File: config.mk
export PLATFORM = sky130hd
export DESIGN_NAME = frr_regs
export DESIGN_NICKNAME = d
export VERILOG_FILES = /design/src/frr_pkg.sv /design/src/frr_regs.sv
export SDC_FILE = /design/constraint.sdc
export NUM_CORES = 1
export LEC_CHECK = 0
export BUFFER_PORTS_ARGS = -buffer_cell sky130_fd_sc_hd__buf_2
export CAP_MARGIN = 0
export CORE_ASPECT_RATIO = 0.75
export CORE_MARGIN = 4
export CORE_UTILIZATION = 54
export CTS_BUF_LIST = sky130_fd_sc_hd__clkbuf_4
export DETAILED_ROUTE_END_ITERATION = 7
export GPL_TIMING_DRIVEN = 0
export PLACE_DENSITY = 0.77
export SLEW_MARGIN = 10
export SYNTH_ARGS = -nofsm -noshare
export SYNTH_HDL_FRONTEND = slang
export SYNTH_SLANG_ARGS = --single-unit
File: constraint.sdc
create_clock -name clk_in -period 7.55 [get_ports clk_in]
set_clock_uncertainty 0.1 [all_clocks]
set_input_delay 1.1325 -clock clk_in [delete_from_list [all_inputs] [get_ports clk_in]]
set_output_delay 1.1325 -clock clk_in [all_outputs]
set_load 0.1 [all_outputs]
File: src/frr_pkg.sv
// Package for the fault record, auto-restart and alert register logic.
// Assumes one 10 MHz system clock shared by every user of these constants.
package frr_pkg;

  // ****************************************
  // Register map
  // ****************************************
  localparam logic [7:0] FRR_REC_CTL_OFS   = 8'h90;
  localparam logic [7:0] FRR_RESTART_OFS   = 8'ha2;
  localparam logic [7:0] FRR_MASK_BASE_OFS = 8'h15;
  localparam int         FRR_MASK_REGS     = 6;

  // ****************************************
  // Field positions
  // ****************************************
  localparam int FRR_REC_EN_BIT     = 7;
  localparam int FRR_REC_UNLOCK_BIT = 6;
  localparam int FRR_REC_BEGUN_BIT  = 5;
  localparam int FRR_REC_DONE_BIT   = 4;
  localparam int FRR_REC_ALERT_BIT  = 3;
  localparam int FRR_RST_EN_BIT     = 7;
  localparam int FRR_RST_DL_LSB     = 4;
  localparam int FRR_RST_HOLD_BIT   = 1;
  localparam int FRR_RST_WP_BIT     = 0;

  // ****************************************
  // Reset values
  // ****************************************
  localparam logic [7:0] FRR_REC_CTL_RST = 8'h00;
  localparam logic [7:0] FRR_RESTART_RST = 8'h00;
  localparam logic [7:0] FRR_MASK_RST    = 8'h00;

  // ****************************************
  // Record layout in nonvolatile memory
  // ****************************************
  localparam logic [7:0] FRR_NV_FLAG_BASE = 8'ha4;
  localparam logic [7:0] FRR_NV_MEAS_BASE = 8'he1;
  localparam int         FRR_FLAG_BYTES   = 6;
  localparam int         FRR_MEAS_BYTES   = 6;
  localparam int         FRR_REC_BYTES    = FRR_FLAG_BYTES + FRR_MEAS_BYTES;

  // ****************************************
  // Timing
  // ****************************************
  localparam int FRR_CLK_KHZ          = 10000;
  localparam int FRR_RESTART_BASE_US  = 512000;
  localparam int FRR_RESTART_BASE_CYC = FRR_RESTART_BASE_US / 1000 * FRR_CLK_KHZ;

  // ****************************************
  // Types
  // ****************************************
  typedef struct packed {
    logic       enable;
    logic       unlock;
    logic       begun;
    logic       done;
    logic       alert_mask;
  } frr_rec_ctl_s;

  typedef struct packed {
    logic       auto_restart_enable;
    logic [2:0] auto_restart_delay_sel;
  } frr_restart_ctl_s;

  typedef struct packed {
    logic [7:0] addr;
    logic [7:0] data;
  } frr_nv_s;

  typedef enum logic {FRR_REC_IDLE, FRR_REC_COPY} frr_rec_state_e;

endpackage

File: src/frr_regs.sv
// Fault record control, auto-restart timing and alert gating registers.
// Assumes the serial-port engine presents byte reads and writes on the reg
// port synchronously, and a nonvolatile write engine accepts one byte per ack.
`timescale 1ns/1ns
module frr_regs
  import frr_pkg::*;
#(
  parameter int RESTART_BASE_CYC = FRR_RESTART_BASE_CYC
)(
  input  wire logic                 clk_in,
  input  wire logic                 rst_in,
  input  wire logic                 ce_in,
  input  wire logic [7:0]           reg_addr_in,
  input  wire logic [7:0]           reg_wdata_in,
  input  wire logic                 reg_wr_in,
  input  wire logic                 reg_rd_in,
  output logic      [7:0]           reg_rdata_out,
  input  wire logic                 fault_event_in,
  input  wire logic [7:0]           fault_flags_in,
  input  wire logic [4:0][7:0]      alarm_flags_in,
  input  wire logic [5:0][7:0]      meas_msb_in,
  output logic                      nv_req_out,
  output frr_nv_s                   nv_out,
  input  wire logic                 nv_ack_in,
  input  wire logic [1:0]           meter_flags_in,
  input  wire logic [1:0]           meter_alert_mask_in,
  input  wire logic                 conv_done_in,
  input  wire logic                 conversion_alert_mask_in,
  output logic                      alert_req_out,
  input  wire logic                 restart_cmd_in,
  input  wire logic                 cooling_in,
  input  wire logic                 latchoff_in,
  output logic                      turn_on_out,
  input  wire logic                 wp_pin_in
);

  // ****************************************
  // Helpers
  // ****************************************
  function automatic logic mask_hit(input logic [7:0] a);
    mask_hit = (a >= FRR_MASK_BASE_OFS) &&
               (a < FRR_MASK_BASE_OFS + 8'(FRR_MASK_REGS));
  endfunction

  function automatic logic [2:0] mask_idx(input logic [7:0] a);
    mask_idx = 3'(a - FRR_MASK_BASE_OFS);
  endfunction

  function automatic logic [7:0] nv_addr(input logic [3:0] i);
    if (i < 4'(FRR_FLAG_BYTES))
      nv_addr = FRR_NV_FLAG_BASE + 8'(i);
    else
      nv_addr = FRR_NV_MEAS_BASE + 8'(i) - 8'(FRR_FLAG_BYTES);
  endfunction

  // ****************************************
  // Register state
  // ****************************************
  frr_rec_ctl_s                          rec_r, rec_nxt;
  frr_restart_ctl_s                      rst_r, rst_nxt;
  logic [FRR_MASK_REGS-1:0][7:0]         mask_r, mask_nxt;
  logic [7:0]                            rdata_r, rdata_nxt;
  frr_rec_state_e                        st_r, st_nxt;
  logic [3:0]                            idx_r, idx_nxt;
  logic [FRR_REC_BYTES-1:0][7:0]         snap_r, snap_nxt;
  frr_nv_s                               nv_r, nv_nxt;
  logic                                  cnt_on_r, cnt_on_nxt;
  logic [31:0]                           cnt_r, cnt_nxt;
  logic                                  on_r, on_nxt;
  logic                                  wr_rec, wr_rst, rec_start, rec_last, permit;
  logic                                  holdoff;
  logic [7:0]                            rec_rd, rst_rd;

  assign wr_rec    = reg_wr_in && (reg_addr_in == FRR_REC_CTL_OFS);
  assign wr_rst    = reg_wr_in && (reg_addr_in == FRR_RESTART_OFS);
  // Permit taken from the stored bit or the same write, so one write rearms
  assign permit    = rec_r.unlock || reg_wdata_in[FRR_REC_UNLOCK_BIT];
  assign rec_start = fault_event_in && rec_r.enable && !rec_r.begun && !rec_r.done &&
                     (st_r == FRR_REC_IDLE);
  assign rec_last  = (st_r == FRR_REC_COPY) && nv_ack_in &&
                     (idx_r == 4'(FRR_REC_BYTES - 1));
  assign holdoff   = cnt_on_r || cooling_in || latchoff_in;

  always_comb
  begin
    rec_rd = 8'h00;
    rec_rd[FRR_REC_EN_BIT]     = rec_r.enable;
    rec_rd[FRR_REC_UNLOCK_BIT] = rec_r.unlock;
    rec_rd[FRR_REC_BEGUN_BIT]  = rec_r.begun;
    rec_rd[FRR_REC_DONE_BIT]   = rec_r.done;
    rec_rd[FRR_REC_ALERT_BIT]  = rec_r.alert_mask;
    rst_rd = 8'h00;
    rst_rd[FRR_RST_EN_BIT]                     = rst_r.auto_restart_enable;
    rst_rd[FRR_RST_DL_LSB+2:FRR_RST_DL_LSB]    = rst_r.auto_restart_delay_sel;
    rst_rd[FRR_RST_HOLD_BIT]                   = holdoff;
    rst_rd[FRR_RST_WP_BIT]                     = wp_pin_in;
  end

  // ****************************************
  // Register file and record sequencer
  // ****************************************
  always_comb
  begin
    rec_nxt   = rec_r;
    rst_nxt   = rst_r;
    mask_nxt  = mask_r;
    rdata_nxt = rdata_r;
    st_nxt    = st_r;
    idx_nxt   = idx_r;
    snap_nxt  = snap_r;
    nv_nxt    = nv_r;
    if (wr_rec)
    begin
      rec_nxt.enable     = reg_wdata_in[FRR_REC_EN_BIT];
      rec_nxt.unlock     = reg_wdata_in[FRR_REC_UNLOCK_BIT];
      rec_nxt.alert_mask = reg_wdata_in[FRR_REC_ALERT_BIT];
      if (permit && !reg_wdata_in[FRR_REC_BEGUN_BIT])
        rec_nxt.begun = 1'b0;
      if (permit && !reg_wdata_in[FRR_REC_DONE_BIT])
        rec_nxt.done = 1'b0;
    end
    if (wr_rst)
    begin
      rst_nxt.auto_restart_enable    = reg_wdata_in[FRR_RST_EN_BIT];
      rst_nxt.auto_restart_delay_sel = reg_wdata_in[FRR_RST_DL_LSB+2:FRR_RST_DL_LSB];
    end
    if (reg_wr_in && mask_hit(reg_addr_in))
      mask_nxt[mask_idx(reg_addr_in)] = reg_wdata_in;
    if (reg_rd_in)
    begin
      if (reg_addr_in == FRR_REC_CTL_OFS)
        rdata_nxt = rec_rd;
      else if (reg_addr_in == FRR_RESTART_OFS)
        rdata_nxt = rst_rd;
      else if (mask_hit(reg_addr_in))
        rdata_nxt = mask_r[mask_idx(reg_addr_in)];
      else
        rdata_nxt = 8'h00;
    end
    // Hardware sets after the host clear so a same-cycle event is kept
    unique case (st_r)
      FRR_REC_IDLE:
        if (rec_start)
        begin
          rec_nxt.begun = 1'b1;
          snap_nxt      = {meas_msb_in, alarm_flags_in, fault_flags_in};
          idx_nxt       = 4'h0;
          nv_nxt.addr   = nv_addr(4'h0);
          nv_nxt.data   = fault_flags_in;
          st_nxt        = FRR_REC_COPY;
        end
      FRR_REC_COPY:
        if (nv_ack_in)
        begin
          if (rec_last)
          begin
            rec_nxt.done = 1'b1;
            st_nxt       = FRR_REC_IDLE;
          end
          else
          begin
            idx_nxt     = idx_r + 4'h1;
            nv_nxt.addr = nv_addr(idx_r + 4'h1);
            nv_nxt.data = snap_r[idx_r + 4'h1];
          end
        end
    endcase
  end

  always_ff @(posedge clk_in or posedge rst_in)
  begin
    if (rst_in)
    begin
      rec_r   <= '0;
      rst_r   <= '0;
      mask_r  <= {FRR_MASK_REGS{FRR_MASK_RST}};
      rdata_r <= 8'h00;
      st_r    <= FRR_REC_IDLE;
      idx_r   <= 4'h0;
      snap_r  <= '0;
      nv_r    <= '0;
    end
    else if (ce_in)
    begin
      rec_r   <= rec_nxt;
      rst_r   <= rst_nxt;
      mask_r  <= mask_nxt;
      rdata_r <= rdata_nxt;
      st_r    <= st_nxt;
      idx_r   <= idx_nxt;
      snap_r  <= snap_nxt;
      nv_r    <= nv_nxt;
    end
  end

  assign reg_rdata_out = rdata_r;
  assign nv_req_out    = (st_r == FRR_REC_COPY);
  assign nv_out        = nv_r;

  // ****************************************
  // Alert gating
  // ****************************************
  assign alert_req_out = |(fault_flags_in & mask_r[0]) ||
                         |(alarm_flags_in & mask_r[FRR_MASK_REGS-1:1]) ||
                         |(meter_flags_in & meter_alert_mask_in) ||
                         (conv_done_in && conversion_alert_mask_in) ||
                         (rec_r.done && rec_r.alert_mask);

  // ****************************************
  // Auto-restart timer
  // ****************************************
  // Enable is cleared only by the host, so each later command restarts again until the host clears it
  always_comb
  begin
    cnt_on_nxt = cnt_on_r;
    cnt_nxt    = cnt_r;
    on_nxt     = 1'b0;
    if (restart_cmd_in && rst_r.auto_restart_enable)
    begin
      cnt_on_nxt = 1'b1;
      cnt_nxt    = 32'(RESTART_BASE_CYC) << rst_r.auto_restart_delay_sel;
    end
    else if (cnt_on_r && !rst_r.auto_restart_enable)
      cnt_on_nxt = 1'b0;
    else if (cnt_on_r)
    begin
      if (cnt_r <= 32'h1)
      begin
        cnt_on_nxt = 1'b0;
        on_nxt     = 1'b1;
      end
      else
        cnt_nxt = cnt_r - 32'h1;
    end
  end

  always_ff @(posedge clk_in or posedge rst_in)
  begin
    if (rst_in)
    begin
      cnt_on_r <= 1'b0;
      cnt_r    <= 32'h0;
      on_r     <= 1'b0;
    end
    else if (ce_in)
    begin
      cnt_on_r <= cnt_on_nxt;
      cnt_r    <= cnt_nxt;
      on_r     <= on_nxt;
    end
  end

  assign turn_on_out = on_r;
endmodule

==> results of run 1 <==
[per-stage QoR]
stage,instance area [um2],cells
floorplan,11000,916
global placement,12100,1324
detailed placement,12200,1326
CTS,12800,1413
global route,12800,1414
finish,12800,1414
[Yosys cell counts, types with 8 or more instances]
master	count	area share
sky130_fd_sc_hd__a22o_1	20	0.016
sky130_fd_sc_hd__nor3_1	29	0.013
sky130_fd_sc_hd__clkbuf_1	34	0.012
sky130_fd_sc_hd__a21oi_1	30	0.014
sky130_fd_sc_hd__ha_1	14	0.016
sky130_fd_sc_hd__inv_1	15	0.0051
sky130_fd_sc_hd__or3_1	9	0.0051
sky130_fd_sc_hd__mux2_2	147	0.15
sky130_fd_sc_hd__mux2_4	8	0.011
sky130_fd_sc_hd__or4_1	11	0.0075
sky130_fd_sc_hd__o31ai_1	12	0.0082
sky130_fd_sc_hd__a31oi_1	20	0.011
sky130_fd_sc_hd__a22oi_1	18	0.012
sky130_fd_sc_hd__buf_2	9	0.0041
sky130_fd_sc_hd__mux4_2	31	0.063
sky130_fd_sc_hd__nor4_1	9	0.0051
sky130_fd_sc_hd__nand3_1	9	0.0041
sky130_fd_sc_hd__nor2_1	61	0.021
sky130_fd_sc_hd__o21ai_0	34	0.015
sky130_fd_sc_hd__and3_1	8	0.0045
sky130_fd_sc_hd__nand4_1	9	0.0051
sky130_fd_sc_hd__dfrtp_1	216	0.49
sky130_fd_sc_hd__mux2i_1	18	0.016
sky130_fd_sc_hd__nand2_1	40	0.014
sky130_fd_sc_hd__a221oi_1	11	0.0087
[final cells by class]
class | instances | area, um2 | area share
flip-flops and latches | 216 | 5410 | 0.421
well taps | 253 | 317 | 0.0247
clock inverters | 11 | 56.3 | 0.00439
repair buffers | 157 | 831 | 0.0648
diodes | 1 | 2.50 | 0.000195
inverters | 17 | 71.3 | 0.00556
clock buffers | 76 | 571 | 0.0445
multi-input cells | 630 | 5330 | 0.416
plain buffers | 53 | 243 | 0.0189
[kinds of logic after synthesis]
group | count (synthesis)
buffers and inverters | 70
DFF | 216
adders and majority gates | 14
xor gates and xnor gates | 7
and+or+nand+nor | 226
AOI/OAI and AO/OA | 179
muxes | 204
[registers in the layout, indices dropped and copies added (netlist names), 4 cells and up]
name           cells
rst_r              4
mask_r            48
cnt_r             32
idx_r              4
reg_rdata_out      8
snap_r            96
rec_r              5
nv_out            16
[worst reg2reg max path: stages (launching register included)]
cell and delay, ps:
sky130_fd_sc_hd__dfrtp_1 490, sky130_fd_sc_hd__ha_1 340, sky130_fd_sc_hd__xnor2_1 710, sky130_fd_sc_hd__inv_1 190, sky130_fd_sc_hd__clkbuf_1 400, sky130_fd_sc_hd__ha_1 380
sky130_fd_sc_hd__nand2_1 180, sky130_fd_sc_hd__o22ai_1 100, sky130_fd_sc_hd__nor2_1 120, sky130_fd_sc_hd__a21oi_1 50, sky130_fd_sc_hd__o31ai_1 250
[path summary, 6_finish.rpt]
check                                   start            end  slack, ps  cells past startpoint
max                        alarm_flags_in[33]  alert_req_out       3790                      6
min                                    rst_in     snap_r[58]        350                      2
max reg2reg                          idx_r[0]     nv_out[11]       4150                     10
min reg2reg                        nv_out[15]     nv_out[15]        370                      1
max in group asynchronous              rst_in      cnt_r[13]       6170                      3
min in group clk_in                nv_out[15]     nv_out[15]        370                      1
[power by group through the flow]
stage / Sequential, uW / Clock (uW) / Combinational [uW]
finish: 1340 / 935 / 1160
CTS: 1340 / 956 / 1150
floorplan: 1600 / 0 / 596
global placement: 1360 / 0 / 1140
global route: 1360 / 1010 / 1240
detailed placement: 1360 / 0 / 1150
[routing by layer]
layer	global-route usage	wire, um	up-vias
met5	0	0	-
met4	0.0824	687	0
met3	0.0992	3740	65
met2	0.388	13400	511
met1	0.414	14100	4408
li1	-	-	3938
==> results.txt, run 1 <==
The worst path required time is 6320 ps. The number of clock buffers added by TritonCTS is 52. The synthesized netlist net count is 1059. The switching part of the total power came out at 0.392.

The warning count from the yosys run is 0. The portion of netlist area occupied by mux cells came out at 0.241. The routed wire length came out at ~32 mm. The number of antenna violations at the first check in global routing is 1. The internal cell power came out at 2090 uW. The clock reaches the later pin of the worst-skew pair after a little under 700 ps. Leaving out fill and tap cells, the most frequent cell in the layout is sky130_fd_sc_hd__dfrtp_1. The post-cts repair resize count is 0. Counting I/O delays and the setup requirement, the final critical path takes around 3800 ps. Of the total synthesized cell area, the portion taken by AND, OR, NAND and NOR gates is 0.110. The detail route stage leaves a number of antenna-violating nets equal to 0. The switching component of the power is 1350 uW. The worst setup path is launched from an input port. The final net count is between 1000 and 1500. The DRC violation count after routing is 0. The register bit total from synthesis came out at ~220. The number of sinks on the clock net came out at ~220.

The worst-case headroom to the max-slew limit is 0.343. The number of buffers on the longest clock path came out at 3. The critical path arrival came out at about 2500 ps. The master of the slowest instance on the critical path is sky130_fd_sc_hd__nor4_1.

Summed over all cells, the static leakage comes to 0.00623 uW. TritonCTS built the clock tree. After synthesis, the largest family of logic cells by area is multiplexers. The number of global-route vias before repair is approximately 9000. The number of placed I/O pins is around 160.

The sum of overflow across all layers after global routing is 0. For this run, the detailed router's first-pass iteration total came to 5. The arithmetic-cell share of the synthesized area counting full adders, half adders and majority gates came out at 0.0159. The via count is between 8000 and 9000. For this run, the slowest stage of the critical path takes about 500 ps. The maximum level of the CTS H-tree came out at 2. The top cell types in the final layout, fill and taps aside, are sky130_fd_sc_hd__dfrtp_1, sky130_fd_sc_hd__buf_2, sky130_fd_sc_hd__mux2_2, sky130_fd_sc_hd__clkbuf_4, sky130_fd_sc_hd__nor2_1. The sequential share of power came out at 0.390. The floorplan has 44 rows. In the synthesized netlist, the number of instances is about 920. Setup violations remaining at the end of the flow were counted as 0.

The final weighted congestion in routability-driven placement is 0.943. The post-placement worst setup slack came out at 3330 ps. The total standard cell area after synthesis came out at 11000 um2. The quantity of I/O buffers inserted on ports came out at 155. The netlist uses 66 different library cells. In this run, synthesis inferred 0 flip-flops with an integrated enable. The first-pass GRT wire length is 50.5 mm. The most used flip-flop cell after synthesis is sky130_fd_sc_hd__dfrtp_1.

The worst hold slack across all endpoints is roughly 350 ps. The share of the clock period used by the worst path is 0.498. The mean routed wirelength per cell is 22.5 um. The max capacitance violation total came out at 0. The tree is rooted in a sky130_fd_sc_hd__clkbuf_4. The worst min-delay path category is input port to async pin. Walking the worst path, the cells encountered are buf_2 -> a22oi_1 -> nand4_1 -> nor4_1 -> nand4_1 -> buf_2. Dividing total power by cell area gives a power density of about 270 nW/um2. The clock-pin slew reported for the worst setup and hold paths after clock tree synthesis came out at roughly 60 ps. The signed area change from the synthesized netlist to the final layout is 16.3%. The fraction of layout instances using a drive strength above 1 came out at 0.391. Hold repair after CTS inserted 0 buffers.

Based on the critical path, the design can be clocked at up to 266 MHz. The critical path in this run is classified as input port to output port. STA classifies the critical path endpoint as an output port. Among cell families on the critical path, the largest total delay comes from simple AND/OR/NAND/NOR gates. The DRC marker count from the first detailed-route iteration came out at 848. The hold violation count in the final report is 0. The final core utilization is 0.651. The initial cell density of the core came out at 0.560.

The fraction of synthesis flops using an asynchronous set or reset pin came out at 1.00. The combined global-route utilization of all metal layers came out at 0.279. The combinational group share of total power came out at 0.338. The count of final max-slew check failures is 0.

The post-synthesis sequential area ratio is 0.490. The average instance in the mapped netlist occupies between 10 and 15 um2. Using the TritonRoute via totals, the vias-per-cell ratio works out to 6.31. The compound-gate portion of the synthesized area was 0.111. The flow ran to the end, and the final reports show no timing, DRC or antenna violations. The die outline height came out at between 100 and 150 um. Setup repair after global routing left no endpoint under its margin.

The worst IR drop on VDD came out at approximately 200 uV. After layout, the worst setup slack is 3790 ps. The floorplan step set the die width to about 170 um. Together, buffers and inverters on the worst path number 2. Overall power consumption after layout is estimated at approximately 3400 uW. The number of setup buffers added after CTS came out at 0.

Along the worst path, the maximum fanout reaches 2. The detailed placement HPWL came out at roughly 24 mm. Counting the fill cells in the layout gives between 1500 and 2000. For the pin with the worst max-slew slack, the measured transition is around 1000 ps. The clock network power share came out at 0.272. The pin count of the biggest net entering global routing is 96.

The core area came out at 19700 um2. The post-synthesis share of cell area spent on xor and xnor gates is 0.00556. Summed over all failing endpoints, the final setup total negative slack is 0 ps.

The die covers roughly 23000 um2.
Note: power is estimated with default switching activity, not from simulation.
==> run 2: changes to the inputs <==
--- a/config.mk
+++ b/config.mk
@@ -9,11 +9,11 @@
 export CAP_MARGIN = 0
 export CORE_ASPECT_RATIO = 0.75
 export CORE_MARGIN = 4
-export CORE_UTILIZATION = 54
+export CORE_UTILIZATION = 60
 export CTS_BUF_LIST = sky130_fd_sc_hd__clkbuf_4
 export DETAILED_ROUTE_END_ITERATION = 7
 export GPL_TIMING_DRIVEN = 0
-export PLACE_DENSITY = 0.77
+export PLACE_DENSITY = 0.81
 export SLEW_MARGIN = 10
 export SYNTH_ARGS = -nofsm -noshare
 export SYNTH_HDL_FRONTEND = slang
==> constraint.sdc (replaced) <==
create_clock -name clk_in -period 3.67 [get_ports clk_in]
set_clock_uncertainty 0.1 [all_clocks]
set_input_delay 0.5505 -clock clk_in [delete_from_list [all_inputs] [get_ports clk_in]]
set_output_delay 0.5505 -clock clk_in [all_outputs]
set_load 0.1 [all_outputs]
==> run 2 against run 1 <==
Flip-flop and latch count is the same. Register-to-register slack lost 3800 ps. Critical endpoint is now nv_out[0]. Highest routed layer unchanged. Core utilization grew 9.8 points.
==> results.txt, run 2 (synthesis results as in run 1) <==
The worst-case headroom to the max-slew limit is 0.385. The areal power density over the cells is between 500 and 600 nW/um2. The worst IR drop on VDD is 320 uV. The fmax is 297 MHz. The smallest clock period supported by the final layout is computed as between 3000 and 4000 ps. Timing analysis after detailed placement gives a worst setup slack of between 150 and 200 ps. The register with the most flip-flops in the final layout is snap_r. The critical path goes through ha_1 -> buf_1 -> buf_1 -> mux4_2 -> mux2i_1 -> o21ai_0 -> a22o_1. The worst hold slack across all endpoints is a little under 20 ps. The core area came out at between 15000 and 20000 um2. Across every metal layer, demand over resource in global routing totals 0.328. In this run the post-CTS setup repair buffer count came out at 0.

The critical path arrival is 3850 ps. The final net count is approximately 1300. The post-route cell area came out at ~13000 um2. Setup repair after global routing left no endpoint under its margin. The DRC marker count from the first detailed-route iteration is just over 1000. The via count is about 9200. The number of buffers on the longest clock path came out at 3.

In the routed layout, each cell is associated on average with a via count of roughly 6.3. At the pin with the least slew margin, the transition time is 922 ps. The critical-path maximum fanout came out at 10. The routed wire length came out at around 34 mm. The smallest setup slack after layout is 301 ps. The root buffer cell chosen for the clock tree is sky130_fd_sc_hd__clkbuf_4. The die outline height came out at 125 um.

In this run, CTS created clock tree buffers numbering 53. The later pin in the worst-skew pair is clocked with a latency of 700 ps. The congestion estimate from routability-driven global placement came to approximately 1.

The static leakage is 0.00648 uW. TritonCTS built the clock tree. In the layout the commonest cells are sky130_fd_sc_hd__dfrtp_1, sky130_fd_sc_hd__buf_2, sky130_fd_sc_hd__mux2_2, sky130_fd_sc_hd__clkbuf_4, sky130_fd_sc_hd__nor2_1. The standard-cell row count is between 40 and 50.

The repair_antennas step left the layout with diodes totalling 0. The largest single stage delay on the critical path is roughly 670 ps. The post-placement cell area is between 10000 and 15000 um2. For this design, the slowest cell found on the critical path is sky130_fd_sc_hd__buf_1. The remaining antenna violation count after routing is 0.

The cell family contributing the most delay on the critical path is buffers and inverters. The number of failing setup endpoints in the final timing report came out at 0. The flow ran to the end, and the final reports show no timing, DRC or antenna violations. The flip-flop count of the largest register, all copies and words added came out at 96.

The signed area change from the synthesized netlist to the final layout is 21.3%. The floorplan die width came out at ~160 um. Dividing the final minimum period by the clock period gives 0.918.

The worst setup path is launched from a register. The max capacitance violation total came out at 0. The detailed placement HPWL is 23.7 mm. approximately 160 I/O pins were placed.

The total iterations of the first detailed-routing run is 6. The number of antenna violations at the first check in global routing came to 0. The first global-routing pass estimated 52.4 mm of wire. In this design, the critical path's most frequently occurring cell is sky130_fd_sc_hd__buf_1. STA classifies the critical path endpoint as a register.

Entering global routing, the biggest net connects 39 pins. The area enclosed by the die boundary came out at about 21000 um2. The count of final max-slew check failures is 0. The critical path in this run is classified as register to register. For this configuration, the core starts out at a cell density of 0.618. The worst min-delay path category is input port to register.

Power comes to ~7200 uW. The number of sinks on the clock net came out at between 200 and 250. The worst path required time came out at roughly 4200 ps. The fraction of layout instances using a drive strength above 1 came out at 0.380.

The hold violation count in the final report is 0. The number of gates resized after CTS was 0. CTS built an H-tree with a depth of 2. The most frequent standard cell in the layout excluding fill and tap cells is sky130_fd_sc_hd__dfrtp_1. The largest registers in the layout are snap_r (96), mask_r (48), cnt_r (32). The clock-pin slew reported for the worst setup and hold paths after clock tree synthesis came out at about 80 ps.

The mean routed wirelength per cell came out at between 20 and 25 um. For this run, design rule violations remaining after detail routing come to 0. The sum of overflow across all layers after global routing is 0.

The quantity of I/O buffers inserted on ports came out at 155. The number of buffer and inverter instances along the worst setup path is 2. The number of global-route vias before repair came out at approximately 9300.
run 2: worst paths after layout:
path	start	end	slack, ps	depth (start not counted)
setup / recovery	idx_r[0]	nv_out[0]	300	7
hold / removal	meas_msb_in[4]	snap_r[52]	20	2
setup reg to reg	idx_r[0]	nv_out[0]	300	7
hold reg to reg	nv_out[15]	nv_out[15]	360	1
max in group asynchronous	rst_in	reg_rdata_out[7]	2200	6
min in group asynchronous	rst_in	snap_r[51]	320	3
run 2: metal layers:
metal	part of all wire	vias to the layer above	GRT usage
met5	0	-	0
met4	0.024	0	0.0905
met3	0.11	81	0.107
met2	0.45	550	0.489
met1	0.41	4556	0.466
li1	-	4028	-
run 2: cell type report:
| cell class | count | area [um2] |
|---|---|---|
| buffer | 53 | 243 |
| clock buffer | 79 | 593 |
| clock inverter | 13 | 57.6 |
| fill | 1232 | 4490 |
| inverter | 17 | 67.6 |
| multi-input combinational | 630 | 5330 |
| sequential | 216 | 5410 |
| tap | 242 | 303 |
| timing repair buffer | 208 | 1380 |
run 2: metrics by stage:
stage	TNS, ps	util	instances
2_1_floorplan	0	-	916
3_3_place_gp	-222230	0.678	1313
3_5_place_dp	0	0.686	1320
4_1_cts	0	0.748	1458
5_1_grt	0	0.749	1458
6_report	0	0.749	1458
run 2: power breakdown:
group | switching [uW] | internal [uW] | leakage, uW
sequential | 164 | 2600 | 0.00295
combinational | 1640 | 796 | 0.00313
clock | 1040 | 982 | 0.000396
total | 2840 | 4380 | 0.00648
run 2: worst reg2reg max path: stages, from the launching register on:
cell and delay [ps]:
sky130_fd_sc_hd__dfrtp_1 470, sky130_fd_sc_hd__ha_1 380, sky130_fd_sc_hd__buf_1 670, sky130_fd_sc_hd__buf_1 610, sky130_fd_sc_hd__mux4_2 420, sky130_fd_sc_hd__mux2i_1 290
sky130_fd_sc_hd__o21ai_0 120, sky130_fd_sc_hd__a22o_1 200
run 2: repair_timing:
item,in CTS,in global routing
hold endpoints to repair,57,0
hold buffers,46,0
endpoints found under the setup margin,0,0
